--- config.mk ---
export PLATFORM = sky130hd
export DESIGN_NAME = icao_alu
export DESIGN_NICKNAME = d
export VERILOG_FILES = /design/src/icao_pkg.sv /design/src/icao_alu.sv
export VERILOG_INCLUDE_DIRS = /design/src /design/src/src
export SDC_FILE = /design/constraint.sdc
export NUM_CORES = 1
export LEC_CHECK = 0
export BUFFER_PORTS_ARGS = -buffer_cell sky130_fd_sc_hd__buf_2
export CAP_MARGIN = 20
export CORE_MARGIN = 3
export CORE_UTILIZATION = 25
export CTS_BUF_LIST = sky130_fd_sc_hd__clkbuf_8 sky130_fd_sc_hd__clkbuf_16
export DETAILED_ROUTE_END_ITERATION = 10
export GPL_ROUTABILITY_DRIVEN = 0
export PLACE_DENSITY_LB_ADDON = 0.15
export RECOVER_POWER = 50
export SYNTH_ARGS = -nofsm -noshare
export SYNTH_HDL_FRONTEND = slang
export SYNTH_SLANG_ARGS = --single-unit
--- constraint.sdc ---
create_clock -name clk -period 1.2 [get_ports clk]
set_input_delay 0.12 -clock clk [delete_from_list [all_inputs] [get_ports clk]]
set_output_delay 0.12 -clock clk [all_outputs]
set_load 0.1 [all_outputs]
--- src/icao_cfg.svh ---
// Constants for the integer and conversion ALU operation group.
// Function
// - Opcode 53 selects integer subtract and writes the difference to the destination.
// - Integer subtract yields second source minus first source, the same for signed or unsigned.
// - Borrow-out writes 1 when the second source exceeds the first as unsigned, else 0.
// - Opcode 83 selects the unsigned borrow-out operation.
// - Opcode 17 writes the float integer part of the first source, truncated toward zero.
// - Byte-to-float shifts the first source by 0, 8, 16 or 24, masks with FF, converts to float.
// - Opcodes 164 to 167 select byte-to-float of byte 0 to 3.
// - Opcode 156 converts the first source as an unsigned 32-bit integer to float.
`ifndef ICAO_CFG_SVH
`define ICAO_CFG_SVH
`define ICAO_OP_XOR 11'h032
`define ICAO_OP_SUB 11'h035
`define ICAO_OP_BORROW 11'h053
`define ICAO_OP_TRUNC 11'h011
`define ICAO_OP_UTOF 11'h09C
`define ICAO_OP_BYTE0 11'h0A4
`define ICAO_OP_BYTE1 11'h0A5
`define ICAO_OP_BYTE2 11'h0A6
`define ICAO_OP_BYTE3 11'h0A7
`define ICAO_BYTE_MASK 32'h0000_00FF
`define ICAO_BYTE_SHIFT 5'h08
`define ICAO_BIAS 8'h7F
`define ICAO_MANT_W 8'h17
`define ICAO_ONE 32'h0000_0001
`endif

--- src/icao_pkg.sv ---
// Types for the integer and conversion ALU operation group.
package icao_pkg;
  typedef logic [10:0] icao_op_t;
  typedef struct packed {
    logic valid;
    logic [31:0] result;
    logic bad_op;
  } icao_state_s;
endpackage

--- src/icao_alu.sv ---
// Integer subtract, borrow, truncate, byte and unsigned to float, and xor unit.
`timescale 1ns/10ps
`default_nettype none
`include "icao_cfg.svh"
module icao_alu (
  input wire logic clk,
  input wire logic rst_n,
  input wire logic op_valid,
  input wire logic [10:0] operation_select_field,
  input wire logic [31:0] src0,
  input wire logic [31:0] src1,
  output logic res_valid,
  output logic [31:0] res_data,
  output logic res_bad_op
);
  ////////////////////////////////////////////////////////////////////////////
  // Unsigned to float, rounding to nearest even.
  function automatic logic [31:0] u2f(input logic [31:0] v);
    logic [31:0] n;
    logic [4:0] msb;
    logic [7:0] e;
    logic [24:0] m;
    logic g;
    logic s;
    n = 32'h0;
    msb = 5'h0;
    e = 8'h0;
    m = 25'h0;
    g = 1'b0;
    s = 1'b0;
    for (int i = 0; i < 32; i++) begin
      if (v[i]) begin
        msb = 5'(i);
      end
    end
    if (v == 32'h0) begin
      u2f = 32'h0;
    end else begin
      n = v << (5'h1F - msb);
      m = {1'b0, n[31:8]};
      g = n[7];
      s = |n[6:0];
      if (g && (s || m[0])) begin
        m = m + 25'h1;
      end
      e = `ICAO_BIAS + {3'h0, msb};
      if (m[24]) begin
        e = e + 8'h1;
        m = m >> 1;
      end
      u2f = {1'b0, e, m[22:0]};
    end
  endfunction

  // Float truncate toward zero.
  function automatic logic [31:0] ftrunc(input logic [31:0] f);
    logic [7:0] e;
    logic [22:0] keep;
    e = f[30:23];
    keep = 23'h0;
    if (e < `ICAO_BIAS) begin
      ftrunc = {f[31], 31'h0};
    end else if (e >= 8'(`ICAO_BIAS + `ICAO_MANT_W)) begin
      ftrunc = f;
    end else begin
      keep = 23'h7F_FFFF << (8'(`ICAO_BIAS + `ICAO_MANT_W) - e);
      ftrunc = {f[31:23], f[22:0] & keep};
    end
  endfunction

  // True for every opcode that this unit decodes; anything else is flagged bad.
  function automatic logic in_group(input logic [10:0] op);
    in_group = (op == `ICAO_OP_XOR) || (op == `ICAO_OP_SUB) || (op == `ICAO_OP_BORROW) ||
      (op == `ICAO_OP_TRUNC) || (op == `ICAO_OP_UTOF) || (op == `ICAO_OP_BYTE0) ||
      (op == `ICAO_OP_BYTE1) || (op == `ICAO_OP_BYTE2) || (op == `ICAO_OP_BYTE3);
  endfunction

  ////////////////////////////////////////////////////////////////////////////
  icao_pkg::icao_state_s st_q;
  icao_pkg::icao_state_s st_d;
  logic [1:0] bsel;
  logic [31:0] byte_v;

  always_comb begin
    st_d = st_q;
    st_d.valid = op_valid;
    st_d.bad_op = 1'b0;
    bsel = operation_select_field[1:0];
    byte_v = (src0 >> ({3'h0, bsel} * `ICAO_BYTE_SHIFT)) & `ICAO_BYTE_MASK;
    if (op_valid) begin
      case (operation_select_field)
        `ICAO_OP_SUB: st_d.result = src1 - src0;
        `ICAO_OP_BORROW: st_d.result = (src1 > src0) ? `ICAO_ONE : 32'h0;
        `ICAO_OP_TRUNC: st_d.result = ftrunc(src0);
        `ICAO_OP_UTOF: st_d.result = u2f(src0);
        `ICAO_OP_BYTE0, `ICAO_OP_BYTE1, `ICAO_OP_BYTE2, `ICAO_OP_BYTE3: begin
          st_d.result = u2f(byte_v);
        end
        `ICAO_OP_XOR: st_d.result = src0 ^ src1;
        default: begin
          st_d.result = 32'h0;
          st_d.bad_op = 1'b1;
        end
      endcase
    end
  end

  always_ff @(posedge clk or negedge rst_n) begin
    if (!rst_n) begin
      st_q <= '0;
    end else begin
      st_q <= st_d;
    end
  end

  assign res_valid = st_q.valid;
  assign res_data = st_q.result;
  assign res_bad_op = st_q.bad_op;

  ////////////////////////////////////////////////////////////////////////////
  // Checks.
  property p_sub;
    @(posedge clk) disable iff (!rst_n)
      op_valid && operation_select_field == `ICAO_OP_SUB |=> res_data == $past(src1) - $past(src0);
  endproperty
  a_sub: assert property (p_sub) else $error("subtract result wrong");
  property p_sub_wrap;
    @(posedge clk) disable iff (!rst_n)
      op_valid && operation_select_field == `ICAO_OP_SUB && src0 == src1 + 32'h1
      |=> res_data == 32'hFFFF_FFFF;
  endproperty
  a_sub_wrap: assert property (p_sub_wrap) else $error("subtract wrap wrong");
  property p_borrow;
    @(posedge clk) disable iff (!rst_n)
      op_valid && operation_select_field == `ICAO_OP_BORROW
      |=> res_data == {31'h0, $past(src1) > $past(src0)};
  endproperty
  a_borrow: assert property (p_borrow) else $error("borrow wrong");
  property p_borrow_dec;
    @(posedge clk) disable iff (!rst_n)
      op_valid && operation_select_field == `ICAO_OP_BORROW |=> !res_bad_op && res_data[31:1] == 31'h0;
  endproperty
  a_borrow_dec: assert property (p_borrow_dec) else $error("borrow decode wrong");
  property p_trunc;
    @(posedge clk) disable iff (!rst_n)
      op_valid && operation_select_field == `ICAO_OP_TRUNC && src0 == 32'h3FC0_0000
      |=> res_data == 32'h3F80_0000;
  endproperty
  a_trunc: assert property (p_trunc) else $error("truncate wrong");
  property p_byte3;
    @(posedge clk) disable iff (!rst_n)
      op_valid && operation_select_field == `ICAO_OP_BYTE3 && src0 == 32'h0100_0000
      |=> res_data == 32'h3F80_0000;
  endproperty
  a_byte3: assert property (p_byte3) else $error("byte 3 convert wrong");
  property p_byte1;
    @(posedge clk) disable iff (!rst_n)
      op_valid && operation_select_field == `ICAO_OP_BYTE1 |=> res_data == u2f({24'h0, $past(src0[15:8])});
  endproperty
  a_byte1: assert property (p_byte1) else $error("byte 1 convert wrong");
  property p_utof;
    @(posedge clk) disable iff (!rst_n)
      op_valid && operation_select_field == `ICAO_OP_UTOF && src0 == 32'h8000_0000
      |=> res_data == 32'h4F00_0000;
  endproperty
  a_utof: assert property (p_utof) else $error("unsigned to float wrong");
  property p_xor;
    @(posedge clk) disable iff (!rst_n)
      op_valid && operation_select_field == `ICAO_OP_XOR |=> res_data == ($past(src0) ^ $past(src1));
  endproperty
  a_xor: assert property (p_xor) else $error("xor wrong");
  property p_dec_hex;
    @(posedge clk) disable iff (!rst_n)
      op_valid && (operation_select_field == 11'h0C9) |=> res_bad_op;
  endproperty
  a_dec_hex: assert property (p_dec_hex) else $error("misprinted opcode accepted");
  property p_order;
    @(posedge clk) disable iff (!rst_n) res_valid == $past(op_valid);
  endproperty
  a_order: assert property (p_order) else $error("result timing wrong");
  property p_bad_val;
    @(posedge clk) disable iff (!rst_n)
      op_valid && !in_group(operation_select_field)
      |=> res_valid && res_bad_op && res_data == 32'h0;
  endproperty
  a_bad_val: assert property (p_bad_val) else $error("unknown opcode not flagged");
  property p_good_op;
    @(posedge clk) disable iff (!rst_n)
      op_valid && in_group(operation_select_field) |=> !res_bad_op;
  endproperty
  a_good_op: assert property (p_good_op) else $error("group opcode flagged bad");
  property p_hold;
    @(posedge clk) disable iff (!rst_n)
      !op_valid |=> !res_bad_op && res_data == $past(res_data);
  endproperty
  a_hold: assert property (p_hold) else $error("result not held while idle");
  property p_byte0;
    @(posedge clk) disable iff (!rst_n)
      op_valid && operation_select_field == `ICAO_OP_BYTE0 && src0[7:0] == 8'hAB
      |=> res_data == 32'h432B_0000;
  endproperty
  a_byte0: assert property (p_byte0) else $error("byte 0 convert wrong");
  property p_byte2;
    @(posedge clk) disable iff (!rst_n)
      op_valid && operation_select_field == `ICAO_OP_BYTE2 && src0[23:16] == 8'h34
      |=> res_data == 32'h4250_0000;
  endproperty
  a_byte2: assert property (p_byte2) else $error("byte 2 convert wrong");
  property p_trunc_small;
    @(posedge clk) disable iff (!rst_n)
      op_valid && operation_select_field == `ICAO_OP_TRUNC && src0[30:23] < `ICAO_BIAS
      |=> res_data == {$past(src0[31]), 31'h0};
  endproperty
  a_trunc_small: assert property (p_trunc_small) else $error("truncate below one wrong");
  property p_utof_zero;
    @(posedge clk) disable iff (!rst_n)
      op_valid && operation_select_field == `ICAO_OP_UTOF && src0 == 32'h0
      |=> res_data == 32'h0;
  endproperty
  a_utof_zero: assert property (p_utof_zero) else $error("unsigned zero convert wrong");
  c_sub: cover property (@(posedge clk) op_valid && operation_select_field == `ICAO_OP_SUB);
  c_byte: cover property (@(posedge clk) op_valid && operation_select_field == `ICAO_OP_BYTE2);
  c_b2b: cover property (@(posedge clk) op_valid ##1 op_valid);
  c_borrow: cover property (@(posedge clk) op_valid && operation_select_field == `ICAO_OP_BORROW);
  c_bad: cover property (@(posedge clk) res_valid && res_bad_op);
endmodule // icao_alu
`default_nettype wire

## Word-level counts from Yosys, hierarchy flattened

Index checks and enable logic that the tools add are counted.

- Register bits after elaboration: 34
- Bits of input ports: 78
- Output and inout bits: 34
- Logic and storage cells: 103

- $add $sub $neg: 10
- Magnitude comparators: 3
- Equal/unequal tests: 9
- Shifts and indexed selects: 4
- Muxes and demuxes: 62
- Bitwise operators: 2
- Reduce and logical (&&, ||, !) cells: 10

Operators by type and width:

| kind | count |
|---|---|
| 25-bit two-way mux | 8 |
| 5-bit two-way mux | 40 |
| 32-bit case mux with 6 select lines | 1 |
| 31-bit two-way mux | 3 |
| 23-bit two-way mux | 3 |
| 32-bit logical NOT | 2 |
| 11-bit by 8-bit == test with 1-bit output, second input constant | 5 |
| 24-bit by 1-bit adder with 25-bit output, second input constant | 2 |
| 32-bit > comparator | 1 |
| 32-bit by 5-bit left shift with 32-bit output | 1 |
| 8-bit by 5-bit left shift with 32-bit output | 1 |
| 32-bit by 5-bit right shift with 8-bit output | 1 |
| 32-bit subtractor | 1 |
| 32-bit XOR | 1 |
| 23-bit AND | 1 |
| 23-bit by 8-bit left shift with 23-bit output, first input constant | 1 |
| 11-bit by 6-bit == test with 1-bit output, second input constant | 2 |
| 7-bit by 5-bit adder with 8-bit output, first input constant | 2 |
| 8-bit by 1-bit adder with 8-bit output, second input constant | 2 |
| 8-bit two-way mux | 2 |
| 7-bit OR reduction | 2 |
| 11-bit by 5-bit == test with 1-bit output, second input constant | 1 |
| 11-bit by 7-bit == test with 1-bit output, second input constant | 1 |
| 5-bit subtractor, first input constant | 2 |
| 8 further kinds | 14 |

## Depth between registers and ports, before layout

- Depth in word-level cells: 45
- Depth in mapped cells: 19
- Mapped depth without buffers: 17

## Worst setup path after synthesis

OpenSTA, ideal clock, no wires.

- Path kind: in2reg
- Start point: input port src0[5]
- End point: register st_q, in the netlist res_data[12]
- Library setup time: 125 ps
- Arrival time: 4288 ps
- Required time: 1075 ps
- Setup slack: -3213 ps
- Cell stages on the path: 16
- Path buffers: 3
- Path through: buf_2 > or4_4 > a211oi_2 > o21ai_2 > buf_6 > mux2i_1 > mux4_2 > o32ai_1 > o211ai_1 > or3b_1 > buf_2 > or4_4 > or4_4 > o21bai_4 > a21oi_1 > a211o_1

- Longest elaborated chain between the ends: 41
- Elaborated cells between the ends (all ways): 63
- Classes of those cells: 5 x add/sub; 3 x shift; 47 x mux; 8 x reduce/logical

RTL lines:

| element | line | source |
|---|---|---|
| start: declaration | icao_alu.sv:10 | `input wire logic [31:0] src0,` |
| branches (longest 40 deep; another with 5-bit two-way mux) | -- |  |
| 32-bit case mux with 6 select lines * | icao_alu.sv:91 | `case (operation_select_field)` |
| end signal: assignment | icao_alu.sv:112 | `st_q <= st_d;` |
| end: declaration | icao_alu.sv:79 | `icao_pkg::icao_state_s st_q;` |

Mark *: on every way between the ends. The select of a mux whose other input is x is not followed.
A chain may end at the register's enable or synchronous reset.

## Worst setup path in the final report

- Start point: input port src0[13]
- End point: register st_q, in the netlist res_data[14]

- Longest elaborated chain between the ends: 33
- Elaborated cells between the ends (all ways): 55
- Classes of those cells: 5 x add/sub; 3 x shift; 39 x mux; 8 x reduce/logical

RTL lines:

| element | line |
|---|---|
| branches (longest 32 deep; another with 5-bit two-way mux) | -- |
| 32-bit case mux with 6 select lines * | icao_alu.sv:91 |

Marks and branches as above.

==> impl_results.md <==
- Crit path from: src0[13]
- Sw frac: between 40 and 50%
- Most used DFF post-synth: dfrtp_1
- GRT Total Usage: between 20% and 30%
- Clock Pin Slew Worst Setup and Hold Paths: 50 ps
- Netlist cell types: 92
- Final-stage net count: ~1800
- Antenna violations before repair: 2
- Final design instance area without fill: 0.01470 sq mm
- Die ar.: roughly 0.034 sq mm
- CTS H-Tree Depth: 2
- Most frequent CP cell: or4_4
- Leakage: 6.678 nW
- Worst hold-check path type: in2async
- Crit path cell chain: buf_6 -> or4_4 -> a211oi_4 -> o21ai_4 -> mux2i_2 -> mux4_2 -> o32ai_4 -> o211ai_1 -> or3b_4 -> or4_4 -> or4_4 -> o21bai_4 -> a21oi_2 -> a211o_1
- Synth warnings: 0
- Initial Util: 25.67%
- Post-Syn Area: between 0.007 and 0.008 sq mm
- Synth Area in Simple Gates: between 20% and 30%
- GR Overflow Total: 0
- Post-DP HPWL: around 39000 microns
- Least-Margin Pin Slew: 762.5 ps
- Clk Latency, worst-skew pair: between 200 and 300 ps
- Ports: between 100 and 150
- Xor and xnor area share after synthesis: ~3.3%
- Setup crit start kind: input port
- Routed WL: 47970 microns
- Internal power: between 0.005 and 0.006 W
- Synth Area in Adders: under 10%
- Slowest stage cell, crit path: or4_4
- Mux share of post-synthesis cell area: roughly a tenth
- Sink Count: 34
- Dpl ws: -3307 ps
- Critical path buffers and inverters: 1
- Compound-cell area share of the yosys netlist: a little over a third
- Clock power share: 14.1%
- Comb pwr share: 71.7%
- Vias post-DR: 11970
- Die width: 184.4 microns
- DRC errors left: 0
- Worst flop-to-flop path startpoint: res_data[28]
- Status: complete, but fails checks
- WS Path Type: in2reg
- Clock root cell: clkbuf_16
- First-pass GRT wire length: just over 70000 microns
- Clock Path Buffers: 2
- Vias/cell: 5.637
- Largest family of logic cells by synthesized area: compound AO/OA/AOI/OAI gates
- Post-synthesis register bit count: 34
- Filler instances: between 3000 and 4000
- RSZ-0062 raised after global routing: true
- Max frequency: between 200 and 250 MHz
- Failing checks: negative setup slack
- Share of layout cells above drive strength 1: between 50 and 60%
- Clock buffer count from CTS: 5
- Tcrit/Tclk final: 340.7%
- Largest net degree at the start of global routing: 38
- Post-synth net total: roughly 1300
- CP arrival: between 4000 and 5000 ps
- # setup viols final: 33
- Crit-path max FO: 7
- Sequential share of the synthesized area: between 10% and 20%
- Delay-heaviest family, CP: simple AND/OR/NAND/NOR gates
- Switching pwr: between 0.003 and 0.004 W
- Wire per inst: approximately 23 microns
- Relative slew slack: 49.16%
- Minimum clock period: between 4000 and 5000 ps
- Drt first pass iters: 6
- Max-Cap Viols: 0
- Area Growth Syn to Fin: 84.80%
- Mean Syn Cell Area: about 7 sq um
- Async set-or-reset flop fraction in the synthesized netlist: 100.0%
- Reg power frac: 14.2%
- IO buf count: 111
- Fin. max-slew vios: 0
- PwrDens: around 610 mW/mm^2
- Crit-path max cell delay: 550 ps
- Syn Inst Count: approximately 1100
- Post-synth EDFFs: 0
- CP endpoint kind: flip-flop
- Final worst slack: -2889 ps
- CTS tree: built
- Vias in the first global route: between 10000 and 15000
- Detail Route Antenna Nets: 0
- WP data required: between 1000 and 1500 ps
- Final hold viol count: 0
- Row count: 64
- Final Skew: 0 ps
- Die Ht: around 180 microns
- Dpl cell area: between 0.01 and 0.015 sq mm
- Max VDD drop: ~0.72 mV
- Core Region: 0.03099 sq mm
- Drt first-iter violations: around 1400
[layout make-up]
type	instances	area [sq um]	share of cell area, %
multi-input cells	962	7486	50.93
repair buffers	667	5480	37.28
flip-flops and latches	34	850.8	5.788
well taps	396	495.5	3.371
inverters	56	236.5	1.609
clock buffers	6	138.9	0.9448
clock inverters	2	8.758	0.05958
diodes	1	2.502	0.01702
[synth_stat cells, types with 21 or more instances]
master	count	area [sq um]
nor2_1	116	435.4
a21oi_1	106	530.5
nand2_1	103	386.6
o21ai_0	75	375.4
inv_1	53	198.9
mux2i_1	50	500.5
clkbuf_1	44	165.2
ha_1	40	500.5
nand3_1	37	185.2
dfrtp_1	34	850.8
o211ai_1	27	202.7
nor3_1	26	130.1
xnor2_1	21	183.9
[repair_timing]
action | in CTS | in global routing
cloned | 1 | 0
setup buffers | 34 | 10
setup endpoints to repair | 33 | 33
hold buffers | 1 | 0
hold endpoints to repair | 34 | 0
resized for setup | 120 | 75
pin swaps | 36 | 25
[per-stage QoR]
stage                     std cells  hold WS, ps  setup TNS [ps]  total power (W)  utilization (%)
after floorplan                1133       -175.6          -88520         0.004078                -
after global placement         2070        185.5          -97340         0.007018            42.85
after detailed placement       2070        182.5          -99140         0.007030            42.85
after CTS                      2114        338.3          -85540         0.008710            46.10
after global routing           2123        497.0          -89740         0.009481            47.42
final                          2124        453.3          -87210         0.009022            47.43
[layer usage]
layer  GRT usage (%)  wire length (microns)
met3           3.316                   3818
met4           9.676                   2147
met5               0                     10
met2           44.57                  21530
met1           37.30                  20470
[worst register-to-register path: cells and delay by family, from the launching register on]
family,cells,cell delay [ps]
buffers and inverters,1,170
flip-flops,1,400
AO/OA/AOI/OAI,3,610
[registers in the layout, indices dropped and copies added, names as in the netlist]
| name | cells |
|---|---|
| res_bad_op | 1 |
| res_data | 32 |
| res_valid | 1 |
[kinds of logic (layout without fill, tap and decap cells)]
family	after synthesis	in the layout
AO/OA/AOI/OAI	421	421
AND/OR/NAND/NOR	400	400
buffers and inverters	137	731
multiplexers	70	70
adder cells (fa/ha/maj)	41	41
flip-flops	34	34
XOR/XNOR	30	30
other	0	1
[placed cells by master, fill, tap and decap left out, types with 9 or more instances in the layout]
master	n
a211oi_1	14
a21o_1	20
a21oi_1	86
a21oi_2	16
a31oi_1	17
and2_1	9
and3_1	16
buf_12	40
buf_2	71
buf_4	517
buf_6	30
dfrtp_1	34
ha_1	34
inv_1	44
mux2i_1	41
mux4_2	10
nand2_1	92
nand2b_1	10
nand3_1	36
nor2_1	114
nor3_1	23
o211ai_1	27
o21ai_0	61
o21ai_2	10
o221ai_1	9
o31ai_1	9
xnor2_1	20
[path summary, 6_finish.rpt]
| kind | endpoint | slack [ps] | cells past startpoint |
|---|---|---|---|
| hold reg to reg | res_data[6] | 570 | 2 |
| max in group asynchronous | res_bad_op | 410 | 3 |
| min in group clk | res_data[31] | 460 | 5 |
| setup reg to reg | res_data[28] | -90 | 4 |
| setup / recovery | res_data[14] | -2890 | 14 |
| hold / removal | res_data[11] | 450 | 3 |
[power by group through the flow]
| stage | registers [W] | clock network, W | logic [W] |
|---|---|---|---|
| 5_1_grt | 0.00129 | 0.00135 | 0.00684 |
| 4_1_cts | 0.00128 | 0.00128 | 0.00614 |
| 3_3_place_gp | 0.00130 | 0 | 0.00571 |
| 2_1_floorplan | 0.00172 | 0 | 0.00236 |
| 3_5_place_dp | 0.00130 | 0 | 0.00573 |
| 6_report | 0.00128 | 0.00127 | 0.00647 |
(Power assumes the default switching activity.)
